File: config.mk
export PLATFORM = sky130hd
export DESIGN_NAME = canmc_top
export DESIGN_NICKNAME = d
export VERILOG_FILES = /design/src/verilog/canmc_top.v
export VERILOG_INCLUDE_DIRS = /design/src /design/src/verilog
export SDC_FILE = /design/constraint.sdc
export NUM_CORES = 1
export LEC_CHECK = 0
export BUFFER_PORTS_ARGS = -buffer_cell sky130_fd_sc_hd__buf_4
export CAP_MARGIN = 20
export CORE_ASPECT_RATIO = 0.9
export CORE_MARGIN = 2
export CORE_UTILIZATION = 54
export CTS_BUF_LIST = sky130_fd_sc_hd__clkbuf_8
export CTS_CLUSTER_DIAMETER = 50
export DETAILED_ROUTE_END_ITERATION = 12
export PLACE_DENSITY = 0.89
export SETUP_SLACK_MARGIN = 0.02
export SLEW_MARGIN = 20
export SYNTH_ARGS = -nofsm -noshare
export SYNTH_HDL_FRONTEND = slang
export SYNTH_SLANG_ARGS = --single-unit
File: constraint.sdc
create_clock -name clk_i -period 1.8 [get_ports clk_i]
set_input_delay 0.09 -clock clk_i [delete_from_list [all_inputs] [get_ports clk_i]]
set_output_delay 0.09 -clock clk_i [all_outputs]
set_load 0.02 [all_outputs]
File: src/verilog/canmc_consts.vh
// canmc_consts.vh: offsets, field positions and reset values
// assumes: included by the configuration block, no processes here
`ifndef CANMC_CONSTS_VH
`define CANMC_CONSTS_VH

// ---------------------------------------------------------------
// register byte offsets
// ---------------------------------------------------------------
`define CANMC_OFS_CONFIG 4'h0
`define CANMC_OFS_ERRCNT 4'h4
`define CANMC_OFS_LPCTRL 4'h8

// ---------------------------------------------------------------
// module_configuration field positions
// ---------------------------------------------------------------
`define CANMC_BIT_MODULE_DISABLE 0
`define CANMC_BIT_FRZ 1
`define CANMC_BIT_FEN 2
`define CANMC_BIT_HALT 3
`define CANMC_BIT_NRDY 4
`define CANMC_BIT_WAKM 5
`define CANMC_BIT_SRST 6
`define CANMC_BIT_FACK 7
`define CANMC_BIT_LACK 11
`define CANMC_MAXB_LO 16
`define CANMC_MAXB_HI 21

// ---------------------------------------------------------------
// low-power control field positions
// ---------------------------------------------------------------
`define CANMC_BIT_STOP 0
`define CANMC_BIT_PRUN 1

// ---------------------------------------------------------------
// reset values
// ---------------------------------------------------------------
`define CANMC_RST_MODULE_DISABLE 1'b0
`define CANMC_RST_FRZ 1'b1
`define CANMC_RST_FEN 1'b0
`define CANMC_RST_HALT 1'b1
`define CANMC_RST_WAKM 1'b0
`define CANMC_RST_MAXB 6'h0F
`define CANMC_RST_ERRCNT 16'h0000

// ---------------------------------------------------------------
// soft reset states
// ---------------------------------------------------------------
`define CANMC_SR_IDLE 2'b00
`define CANMC_SR_WAIT 2'b01
`define CANMC_SR_DONE 2'b10

`endif

File: src/verilog/canmc_top.v
// canmc_top.v: mode and configuration control of a CAN controller
// assumes: Avalon-MM master on clk_i, protocol engine on clk_i,
// chip-level debug, soft reset and stop requests arrive as pins
//
// How it works
// - disable bit gates protocol and buffer manager clocks off
// - soft reset keeps the disable bit as it was
// - freeze entry needs freeze-enable; halt or debug alone does not freeze
// - clearing freeze-enable while frozen leaves freeze mode
// - fifo-enable hands buffers 0 to 7 region to the receive fifo
// - halt bit requests freeze, honoured only with freeze-enable set
// - no frame sent or received while halt stays set
// - error counter writable only in freeze, read-only otherwise
// - no freeze entry while in any low-power mode
// - not-ready reads 1 in disable, stop or freeze, else 0
// - wake-up mask gates the wake-up interrupt
// - soft reset clears state and listed registers except disable
// - soft reset spares bus control, rx masks, buffer contents
// - soft reset set by software write or chip soft reset
// - soft-reset bit stays set while pending, clears when done
// - soft reset runs by request and acknowledge handshake
// - freeze ack after transfers end and prescaler stops
// - low-power ack in disable or stop, after transfers end
`timescale 1ns/1ps
`include "canmc_consts.vh"

module canmc_sync
(
    // clock and reset
    input wire clk_i,
    input wire rst_n_i,
    // pin in, filtered level out
    input wire d_i,
    output reg q_o
);
    reg s1;
    reg s2;
    reg s3;

    always @(posedge clk_i or negedge rst_n_i)
    begin
        if (!rst_n_i)
        begin
            s1 <= 1'b0;
            s2 <= 1'b0;
            s3 <= 1'b0;
            q_o <= 1'b0;
        end
        else
        begin
            s1 <= d_i;
            s2 <= s1;
            s3 <= s2;
            if (s2 == s3)
                q_o <= s3;
        end
    end
endmodule // canmc_sync

module canmc_top
(
    // clock and reset
    input wire clk_i,
    input wire rst_n_i,
    // avalon-mm slave
    input wire [3:0] avs_address_i,
    input wire avs_read_i,
    input wire avs_write_i,
    input wire [31:0] avs_writedata_i,
    input wire [3:0] avs_byteenable_i,
    output reg [31:0] avs_readdata_o,
    output reg avs_waitrequest_o,
    // chip-level requests (pins)
    input wire debug_req_i,
    input wire global_soft_rst_i,
    input wire stop_req_i,
    // protocol engine status
    input wire xfer_busy_i,
    input wire wakeup_event_i,
    // engine and submodule controls
    output reg proto_clk_en_o,
    output reg mbm_clk_en_o,
    output reg frame_en_o,
    output reg rx_fifo_enable_o,
    output reg [5:0] max_buffer_count_o,
    output reg freeze_o,
    output reg soft_rst_o,
    output reg wakeup_irq_o
);
    // -----------------------------------------------------------
    // declarations
    // -----------------------------------------------------------
    reg module_disable;
    reg freeze_enable;
    reg rx_fifo_enable;
    reg halt;
    reg wakeup_irq_enable;
    reg soft_rst_bit;
    reg [5:0] max_buffer_count;
    reg freeze_acknowledge;
    reg low_power_acknowledge;
    reg prescaler_run;
    reg [15:0] error_counter;
    reg [1:0] sr_state;
    reg sr_req_tgl;
    reg sr_ack_tgl;
    reg sr_req_s1;
    reg sr_req_s2;
    reg sr_ack_s1;
    reg sr_ack_s2;
    reg gsr_seen;
    wire debug_req;
    wire global_soft_rst;
    wire stop_req;
    wire acc_done;
    wire wr_cfg;
    wire wr_err;
    wire freeze_req;
    wire low_power;
    wire sr_complete;
    wire gsr_rise;
    wire not_ready;
    wire [31:0] cfg_word;

    // -----------------------------------------------------------
    // pin synchronisers
    // -----------------------------------------------------------
    canmc_sync u_sync_dbg
    (
        .clk_i(clk_i),
        .rst_n_i(rst_n_i),
        .d_i(debug_req_i),
        .q_o(debug_req)
    );

    canmc_sync u_sync_gsr
    (
        .clk_i(clk_i),
        .rst_n_i(rst_n_i),
        .d_i(global_soft_rst_i),
        .q_o(global_soft_rst)
    );

    canmc_sync u_sync_stop
    (
        .clk_i(clk_i),
        .rst_n_i(rst_n_i),
        .d_i(stop_req_i),
        .q_o(stop_req)
    );

    // -----------------------------------------------------------
    // bus decode
    // -----------------------------------------------------------
    assign acc_done = !avs_waitrequest_o;
    assign wr_cfg = avs_write_i && acc_done &&
        (avs_address_i == `CANMC_OFS_CONFIG) && avs_byteenable_i[0];
    assign wr_err = avs_write_i && acc_done &&
        (avs_address_i == `CANMC_OFS_ERRCNT) &&
        freeze_acknowledge;

    // -----------------------------------------------------------
    // mode decode
    // -----------------------------------------------------------
    assign low_power = module_disable || stop_req;
    assign freeze_req = freeze_enable &&
        (halt || debug_req);
    assign not_ready = low_power_acknowledge ||
        freeze_acknowledge;
    assign gsr_rise = global_soft_rst && !gsr_seen;
    assign sr_complete = (sr_state == `CANMC_SR_DONE);

    assign cfg_word = {10'h000,
        max_buffer_count,
        4'h0,
        low_power_acknowledge,
        3'h0,
        freeze_acknowledge,
        soft_rst_bit,
        wakeup_irq_enable,
        not_ready,
        halt,
        rx_fifo_enable,
        freeze_enable,
        module_disable};

    // -----------------------------------------------------------
    // avalon slave timing
    // -----------------------------------------------------------
    always @(posedge clk_i or negedge rst_n_i)
    begin
        if (!rst_n_i)
        begin
            avs_waitrequest_o <= 1'b1;
            avs_readdata_o <= 32'h0000_0000;
        end
        else
        begin
            if ((avs_read_i || avs_write_i) && avs_waitrequest_o)
                avs_waitrequest_o <= 1'b0;
            else
                avs_waitrequest_o <= 1'b1;
            if (avs_read_i && avs_waitrequest_o)
            begin
                if (avs_address_i == `CANMC_OFS_CONFIG)
                    avs_readdata_o <= cfg_word;
                else if (avs_address_i == `CANMC_OFS_ERRCNT)
                    avs_readdata_o <= {16'h0000, error_counter};
                else if (avs_address_i == `CANMC_OFS_LPCTRL)
                    avs_readdata_o <= {30'h0000_0000, prescaler_run,
                        stop_req};
                else
                    avs_readdata_o <= 32'h0000_0000;
            end
        end
    end

    // -----------------------------------------------------------
    // configuration register
    // -----------------------------------------------------------
    always @(posedge clk_i or negedge rst_n_i)
    begin
        if (!rst_n_i)
        begin
            module_disable <= `CANMC_RST_MODULE_DISABLE;
            freeze_enable <= `CANMC_RST_FRZ;
            rx_fifo_enable <= `CANMC_RST_FEN;
            halt <= `CANMC_RST_HALT;
            wakeup_irq_enable <= `CANMC_RST_WAKM;
            max_buffer_count <= `CANMC_RST_MAXB;
            error_counter <= `CANMC_RST_ERRCNT;
        end
        else if (sr_complete)
        begin
            // module_disable kept here
            freeze_enable <= `CANMC_RST_FRZ;
            rx_fifo_enable <= `CANMC_RST_FEN;
            halt <= `CANMC_RST_HALT;
            wakeup_irq_enable <= `CANMC_RST_WAKM;
            max_buffer_count <= `CANMC_RST_MAXB;
            error_counter <= `CANMC_RST_ERRCNT;
        end
        else
        begin
            if (wr_cfg)
            begin
                module_disable <= avs_writedata_i[`CANMC_BIT_MODULE_DISABLE];
                freeze_enable <= avs_writedata_i[`CANMC_BIT_FRZ];
                rx_fifo_enable <= avs_writedata_i[`CANMC_BIT_FEN];
                halt <= avs_writedata_i[`CANMC_BIT_HALT];
                wakeup_irq_enable <= avs_writedata_i[`CANMC_BIT_WAKM];
            end
            if (avs_write_i && acc_done && avs_byteenable_i[2] &&
                (avs_address_i == `CANMC_OFS_CONFIG))
                max_buffer_count <=
                    avs_writedata_i[`CANMC_MAXB_HI:`CANMC_MAXB_LO];
            if (wr_err)
            begin
                if (avs_byteenable_i[0])
                    error_counter[7:0] <= avs_writedata_i[7:0];
                if (avs_byteenable_i[1])
                    error_counter[15:8] <= avs_writedata_i[15:8];
            end
        end
    end

    // -----------------------------------------------------------
    // freeze and low-power acknowledge
    // -----------------------------------------------------------
    always @(posedge clk_i or negedge rst_n_i)
    begin
        if (!rst_n_i)
        begin
            prescaler_run <= 1'b1;
            freeze_acknowledge <= 1'b0;
            low_power_acknowledge <= 1'b0;
        end
        else
        begin
            // stop prescaler once idle
            if (freeze_req && !low_power && !xfer_busy_i)
                prescaler_run <= 1'b0;
            else if (!freeze_req)
                prescaler_run <= 1'b1;
            if (!prescaler_run && freeze_req && !low_power)
                freeze_acknowledge <= 1'b1;
            else if (prescaler_run || low_power)
                freeze_acknowledge <= 1'b0;
            if (low_power && !xfer_busy_i)
                low_power_acknowledge <= 1'b1;
            else if (!low_power)
                low_power_acknowledge <= 1'b0;
        end
    end

    // -----------------------------------------------------------
    // soft reset handshake
    // -----------------------------------------------------------
    always @(posedge clk_i or negedge rst_n_i)
    begin
        if (!rst_n_i)
        begin
            soft_rst_bit <= 1'b0;
            gsr_seen <= 1'b0;
            sr_state <= `CANMC_SR_IDLE;
            sr_req_tgl <= 1'b0;
            sr_ack_tgl <= 1'b0;
            sr_req_s1 <= 1'b0;
            sr_req_s2 <= 1'b0;
            sr_ack_s1 <= 1'b0;
            sr_ack_s2 <= 1'b0;
            soft_rst_o <= 1'b0;
        end
        else
        begin
            gsr_seen <= global_soft_rst;
            // engine side echoes the request toggle
            sr_req_s1 <= sr_req_tgl;
            sr_req_s2 <= sr_req_s1;
            sr_ack_tgl <= sr_req_s2;
            soft_rst_o <= (sr_req_s2 != sr_ack_tgl);
            sr_ack_s1 <= sr_ack_tgl;
            sr_ack_s2 <= sr_ack_s1;
            // set wins over the self-clear
            if ((wr_cfg && avs_writedata_i[`CANMC_BIT_SRST]) ||
                gsr_rise)
                soft_rst_bit <= 1'b1;
            else if (sr_complete)
                soft_rst_bit <= 1'b0;
            case (sr_state)
                `CANMC_SR_IDLE:
                begin
                    if (soft_rst_bit)
                    begin
                        sr_req_tgl <= !sr_req_tgl;
                        sr_state <= `CANMC_SR_WAIT;
                    end
                end
                `CANMC_SR_WAIT:
                begin
                    if (sr_ack_s2 == sr_req_tgl)
                        sr_state <= `CANMC_SR_DONE;
                end
                `CANMC_SR_DONE:
                begin
                    sr_state <= `CANMC_SR_IDLE;
                end
                default:
                begin
                    sr_state <= `CANMC_SR_IDLE;
                end
            endcase
        end
    end

    // -----------------------------------------------------------
    // registered outputs
    // -----------------------------------------------------------
    always @(posedge clk_i or negedge rst_n_i)
    begin
        if (!rst_n_i)
        begin
            proto_clk_en_o <= 1'b1;
            mbm_clk_en_o <= 1'b1;
            frame_en_o <= 1'b0;
            rx_fifo_enable_o <= 1'b0;
            max_buffer_count_o <= `CANMC_RST_MAXB;
            freeze_o <= 1'b0;
            wakeup_irq_o <= 1'b0;
        end
        else
        begin
            proto_clk_en_o <= !low_power_acknowledge;
            mbm_clk_en_o <= !low_power_acknowledge;
            frame_en_o <= !halt && !not_ready && prescaler_run &&
                !soft_rst_bit;
            rx_fifo_enable_o <= rx_fifo_enable;
            max_buffer_count_o <= max_buffer_count;
            freeze_o <= freeze_acknowledge;
            wakeup_irq_o <= wakeup_event_i &&
                wakeup_irq_enable;
        end
    end

endmodule // canmc_top

==> results.toml, run 1 <==
[critical_path]
critical_path.cell_chain = "nand2_1 -> buf_4 -> nor3_4 -> a22o_1"
critical_path.endpoint_type = "register"
worst_path_arrival_ns = 1.93
worst-path-stages = 4
cp.required_ns = 2.09
cpMaxStageDelayCell = "dfstp_2"
ff2ff_path_depth = 4
crit_fanout = 17
family_of_cells_with_the_greatest_summed_delay_on_the_critical_path = "flip-flops"
critical_path_buf_inv_count = 1
critical-path-max-stage-delay_ns = 0.66
start_kind = "register"
timing.setup.critical_path_class = "reg2reg"

[power_and_ir_drop]
power.density_nw_per_um2 = 1060
leakagePower_nw = 2.19
ir_drop_mv = 0.616
post-layout-total-power_w = 0.00495

[min_path]
min_path_type = "in2reg"
min_delay_path_depth = 3

[timing]
rsz0062_at_grt = "no"
worst_slack_ns = 0.158
worst-slew-pin-transition_ns = 0.696
final-hold-violation-count = 0
setup-violations-final = 0
timing_max_transition_violations_final = 0
timing.final.crit_period_ns = 1.64
finalSetupTns_ns = 0
max-slew-margin-rel = 0.536
period_share = 0.912
final.setup_skew_ns = 0.00736
fmaxAchievable_ghz = 0.609
whs_ns = 0.0209

[drt]
firstDrtPassIters = 5
via_per_inst = 5.69
vias = 2752
route.detailed.drc = 0
drt.antenna.violating_nets = 0
wirelength_mm = 8.10
drt-wirelength-per-cell_um = 16.7
detailedRoute.firstIterationViolations = 330

[placed_design]
port_buffers = 73
final_gp_congestion = 0.889
post-place-cells = 439
dpl.hpwl_mm = 5.40
placement.setup.worst_slack_ns = 0.197

[synth]
ys_types = 48
synth.most_common_cell = "dfrtp_1"
synth.cell_area_um2 = 3510
synth-edff-count = 0
yosys_warnings = 0
syn_avg_cell_area_um2 = 12.1
synth.area.top_cells = "dfrtp_1 (53%), dfstp_2 (9.7%), nand3_1 (3.6%)"
synth_async_sr_flop_share = 1.00
synth_top_area_frac = 0.528
post-synth-top-area-cell = "dfrtp_1"
synth_top_cells_by_count = "dfrtp_1 (74), nand3_1 (25), nand2_1 (19), o21ai_1 (18), a21oi_1 (14)"
synth_seq_area_share = 0.625
syn_inst = 289
synth_seq_cells = 87
yosys_most_used_dff = "dfrtp_1"

[finish]
antenna-diode-count = 0
syn_to_final_growth_pct = 32.7
fillCellCount = 430
non_filler_instance_count_after_layout = 484
finalNetCount = 441
final_layout_size_suffix_gt1_frac = 0.300

[floorplan]
area_of_the_placeable_core_um2 = 6220
floorplan.die.height_um = 80.5
core.rowCount = 27
fp.dieArea_um2 = 7160
io_pins = 95
start_util = 0.565
die_x_um = 89.0

[clock_network]
cts.reportedPaths.clkPinSlew_ns = 0.08
tritoncts_num_sinks = 87
cts_max_level = 3
cts_inserted_buffers = 9
clock-root-buffer = "clkbuf_8"
clockBufferDepth = 2
cts_post_setup_buffers_inserted = 0
clock_insertion_delay_worst_skew_ns = 0.35
cts_tree = "yes"

[global_route]
grt_max_degree = 38
antenna_violations_before_repair = 0
wire_length_of_the_first_global_routing_pass_mm = 13.1
grt_overflow_total = 0
grt_pass1_vias = 2677
grt_usage = 0.249

[flow_run]
maxCapViolations = 0

[run_status]
outcome = "completed"
[worst reg2reg max path: cells and delay by family, from the launching register on]
family | cells | cell delay [ns]
AO/OA/AOI/OAI | 1 | 0.18
buffers and inverters | 1 | 0.26
flip-flops | 1 | 0.66
AND/OR/NAND/NOR | 2 | 0.49
[routing by layer]
| layer | GRT usage | up-vias | wire length, um |
|---|---|---|---|
| met5 | 0 | - | 0 |
| met4 | 0.0925 | 0 | 106 |
| met3 | 0.0678 | 8 | 516 |
| met2 | 0.393 | 123 | 4020 |
| met1 | 0.331 | 1374 | 3460 |
| li1 | - | 1247 | - |
[cell type report]
class	instances	area, um2	share of cell area
clock buffers	10	138	0.0295
well taps	87	109	0.0234
repair buffers	112	926	0.199
flip-flops and latches	87	2190	0.471
inverters	4	15.0	0.00322
multi-input cells	178	1170	0.251
clock inverters	6	109	0.0234
[repair_timing]
item,in CTS,in global routing
hold endpoints to repair,64,0
resized for setup,0,0
hold buffers,29,0
[worst paths after layout]
path | start | end | slack (ns)
max | avs_waitrequest_o$_DFF_PN1_ | avs_readdata_o[16]$_DFFE_PN0P_ | 0.16
min | avs_writedata_i[12] | error_counter[12]$_DFFE_PN0P_ | 0.02
max reg2reg | avs_waitrequest_o$_DFF_PN1_ | avs_readdata_o[16]$_DFFE_PN0P_ | 0.16
min reg2reg | u_sync_gsr.s1$_DFF_PN0_ | u_sync_gsr.s2$_DFF_PN0_ | 0.35
max in group asynchronous | rst_n_i | prescaler_run$_DFFE_PN1P_ | 0.90
min in group asynchronous | rst_n_i | frame_en_o$_DFF_PN0_ | 0.23
[cells in the final DEF (no fill, tap or decap), types with 5 or more instances in the layout]
master | synthesis | layout
nor2_1 | 7 | 7
a22o_1 | 13 | 13
nand2_1 | 19 | 19
a21oi_1 | 14 | 14
nand4_1 | 8 | 8
o21ai_1 | 18 | 18
o31ai_1 | 7 | 7
mux2i_1 | 7 | 7
inv_1 | 4 | 5
clkbuf_8 | 0 | 10
o311ai_1 | 8 | 8
dfrtp_1 | 74 | 74
buf_4 | 12 | 82
dlygate4sd3_1 | 0 | 29
conb_1 | 1 | 10
dfstp_2 | 13 | 13
nand3_1 | 25 | 25
[kinds of logic after synthesis]
family	count (synthesis)	synth area share
DFF	87	0.625
and+or+nand+nor	84	0.144
AOI/OAI and AO/OA	70	0.138
buffers and inverters	33	0.0535
muxes	8	0.0232
adders and majority gates	3	0.00856
xor gates and xnor gates	3	0.00749
other	1	0.00107
[power by group]
part / internal [W] / switching (W) / total (W)
clock: 0.000954 / 0.000671 / 0.00163
sequential: 0.00225 / 0.000195 / 0.00245
combinational: 0.000380 / 0.000498 / 0.000877
[flip-flops by register name, summed over array words and instances (netlist names), 2 cells and up]
register,cells
sr_state,2
error_counter,16
max_buffer_count,6
avs_readdata_o,22
max_buffer_count_o,6
[stage by stage]
stage / area [um2] / utilization
after CTS: 4660 / 0.749
after global placement: 4120 / 0.663
final: 4660 / 0.749
after floorplan: 3540 / -
after global routing: 4660 / 0.749
after detailed placement: 4120 / 0.663
Note: power is estimated with default switching activity, not from simulation.
==> run 2: changes to the inputs <==
--- a/config.mk
+++ b/config.mk
@@ -10,13 +10,13 @@
 export CAP_MARGIN = 20
 export CORE_ASPECT_RATIO = 0.9
 export CORE_MARGIN = 2
-export CORE_UTILIZATION = 54
-export CTS_BUF_LIST = sky130_fd_sc_hd__clkbuf_8
+export CORE_UTILIZATION = 52
 export CTS_CLUSTER_DIAMETER = 50
 export DETAILED_ROUTE_END_ITERATION = 12
-export PLACE_DENSITY = 0.89
+export PLACE_DENSITY = 0.86
 export SETUP_SLACK_MARGIN = 0.02
 export SLEW_MARGIN = 20
 export SYNTH_ARGS = -nofsm -noshare
 export SYNTH_HDL_FRONTEND = slang
+export SYNTH_HIERARCHICAL = 1
 export SYNTH_SLANG_ARGS = --single-unit
==> constraint.sdc (replaced) <==
create_clock -name clk_i -period 1.7 [get_ports clk_i]
set_input_delay 0.085 -clock clk_i [delete_from_list [all_inputs] [get_ports clk_i]]
set_output_delay 0.085 -clock clk_i [all_outputs]
set_load 0.02 [all_outputs]
==> run 2 against run 1 <==
Sequential share of layout area rose by 1.3 points; power fell by 0.96%; design area fell by 2.7%; clock-buffer cell count rose by 2; critical path type unchanged; wire length fell by 4.5%; clock skew rose by 0.0035 ns; critical endpoint is now avs_readdata_o[0]$_DFFE_PN0P_; clock power fell by 12%; cell count rose by 1.7%.
==> results.toml, run 2 <==
[run_status]
outcome = "completed"

[global_route]
wire_length_of_the_first_global_routing_pass_mm = 12.5
grt_overflow_total = 0
grt_usage = 0.220
grt_pass1_vias = 2707
antenna_violations_before_repair = 0
grt_max_degree = 39

[timing]
worst-slew-pin-transition_ns = 0.503
final-hold-violation-count = 0
max-slew-margin-rel = 0.664
fmaxAchievable_ghz = 0.591
setup-violations-final = 0
period_share = 0.996
timing.final.crit_period_ns = 1.69
final.setup_skew_ns = 0.0109
timing_max_transition_violations_final = 0

[synth]
yosys_warnings = 6
synth.most_common_cell = "dfrtp_1"
syn_inst = 300
share_of_the_synthesized_area_in_compound_gates_ao_oa_aoi_oai = 0.131
yosys_most_used_dff = "dfrtp_1"
synth_async_sr_flop_share = 1.00
synth_top_area_frac = 0.534
adder_and_majority_gate_portion_of_the_synthesized_area = 0.00975
synth-edff-count = 0
post-synth-top-area-cell = "dfrtp_1"
synth_seq_cells = 87
post_synth_simple_gate_area = 0.136
post_synth_mux_area_share = 0.0264
ys_types = 42
syn_avg_cell_area_um2 = 11.5
synth.cell_area_um2 = 3460
combinational_family_with_the_most_area_after_synthesis = "simple AND/OR/NAND/NOR gates"
synth.area.top_cells = "dfrtp_1 (53%), dfstp_2 (9.9%), o21ai_0 (3.9%)"
synth-xor-area-share = 0.00758
synth_seq_area_share = 0.633
synth_top_cells_by_count = "dfrtp_1 (74), o21ai_0 (27), nand2_1 (24), a21oi_1 (22), nand3_1 (17)"

[floorplan]
fp.dieArea_um2 = 7330
io_pins = 95
floorplan.die.height_um = 81.4
core.rowCount = 28
die_x_um = 90.0
start_util = 0.532
area_of_the_placeable_core_um2 = 6520

[clock_network]
clockBufferDepth = 2
clock_insertion_delay_worst_skew_ns = 0.36
clock-root-buffer = "clkbuf_8"
cts.reportedPaths.clkPinSlew_ns = 0.09
tritoncts_num_sinks = 87
cts_tree = "yes"
cts_post_setup_buffers_inserted = 0
cts_max_level = 3
cts_inserted_buffers = 9

[drt]
wirelength_mm = 7.74
drt.antenna.violating_nets = 0
route.detailed.drc = 0
via_per_inst = 5.50
vias = 2708
detailedRoute.firstIterationViolations = 174
firstDrtPassIters = 5
drt-wirelength-per-cell_um = 15.7

[critical_path]
ff2ff_path_depth = 3
cp_startpoint = "avs_waitrequest_o$_DFF_PN1_"
worst_path_arrival_ns = 1.99
cpMaxStageDelayCell = "dfstp_2"
worstReg2RegStart = "avs_waitrequest_o$_DFF_PN1_"
crit_fanout = 10
timing.setup.critical_path_class = "reg2reg"
endpoint = "avs_readdata_o[0]$_DFFE_PN0P_"
reg2reg_setup_slack_ns = 0.007
regToRegEndpoint = "avs_readdata_o[0]$_DFFE_PN0P_"
critical_path.cell_chain = "nand2_1 -> a2111oi_1 -> a32o_1"
critical_path.endpoint_type = "register"
start_kind = "register"
critical-path-max-stage-delay_ns = 0.63
cp.required_ns = 1.99

[power_and_ir_drop]
power.density_nw_per_um2 = 1080
ir_drop_mv = 0.528
post-layout-total-power_w = 0.00490
leakagePower_nw = 2.07

[finish]
largest_reg_flops = 22
largestRegisters = "avs_readdata_o (22), error_counter (16)"
finalNetCount = 446
most_common_cell_after_layout_fill_and_taps_aside = "buf_4"
register_with_the_most_flip_flops = "avs_readdata_o"
final_area_um2 = 4530
antenna-diode-count = 0
final_layout_size_suffix_gt1_frac = 0.296
layout_common_cells = "buf_4 (81), dfrtp_1 (74), o21ai_0 (27), dlygate4sd3_1 (25), nand2_1 (24)"
syn_to_final_growth_pct = 30.8

[placed_design]
dpl.hpwl_mm = 5.36
final_gp_congestion = 0.838
dpl_cell_area_um2 = 4080
port_buffers = 73

[flow_run]
maxCapViolations = 0

[min_path]
min_path_type = "in2reg"
==> run 2: where the power goes <==
group | switching (W) | internal [W] | total (W)
registers | 0.000196 | 0.00239 | 0.00258
clock network | 0.000682 | 0.000752 | 0.00143
logic | 0.000492 | 0.000394 | 0.000886
total | 0.00137 | 0.00353 | 0.00490
==> run 2: how the worst min path moves through the flow <==
stage | start | end | slack (ns) | cells past startpoint
finish | avs_writedata_i[11] | error_counter[11]$_DFFE_PN0P_ | 0.01 | 3
global route | avs_writedata_i[20] | max_buffer_count[4]$_DFFE_PN0P_ | 0.02 | 3
CTS | avs_writedata_i[8] | error_counter[8]$_DFFE_PN0P_ | 0.003 | 3
detailed placement | rst_n_i | avs_readdata_o[4]$_DFFE_PN0P_ | 0.005 | 1
global placement | rst_n_i | avs_readdata_o[4]$_DFFE_PN0P_ | -0.006 | 1
floorplan | rst_n_i | avs_readdata_o[0]$_DFFE_PN0P_ | -0.21 | 0
==> run 2: cell type report <==
cell class                 instances  area, um2
clock buffer                      12        155
inverter                           5       18.8
multi-input combinational        187       1130
fill                             495       1980
timing repair buffer             107        878
sequential                        87       2190
clock inverter                     4       45.0
tap                               90        113
==> run 2: cells by family (layout without fill, tap and decap cells) <==
| family | Yosys count | after routing |
|---|---|---|
| AOI/OAI and AO/OA | 78 | 78 |
| xor gates and xnor gates | 3 | 3 |
| adders and majority gates | 3 | 3 |
| buffers and inverters | 35 | 128 |
| DFF | 87 | 87 |
| muxes | 9 | 9 |
| other | 1 | 10 |
| and+or+nand+nor | 84 | 84 |
==> run 2: routing by layer <==
layer / track usage / routed length (um)
met5: 0 / 0
met2: 0.372 / 3750
met3: 0.0624 / 660
met4: 0.0877 / 119
met1: 0.273 / 3210
==> run 2: timing repair <==
item / in CTS / in global routing
hold buffers: 25 / 0
endpoints found under the setup margin: 0 / 8
gates resized for setup: 0 / 3
endpoints found under the hold margin: 75 / 0
==> run 2: critical path, delay by kind of cell (launching register included) <==
family | cells | cell delay [ns]
and+or+nand+nor | 1 | 0.21
AOI/OAI and AO/OA | 2 | 0.79
DFF | 1 | 0.63
==> run 2: metrics by stage <==
step	instances	hold WS (ns)	util	setup WS, ns	TNS [ns]
after floorplan	309	-0.211	-	0.266	0
after global placement	451	-0.00601	0.626	0.179	0
after detailed placement	451	0.00515	0.626	0.0901	0
after CTS	492	0.00315	0.695	0.0628	0
after global routing	492	0.0223	0.696	-0.0430	-0.0436
final	492	0.0136	0.696	0.00707	0
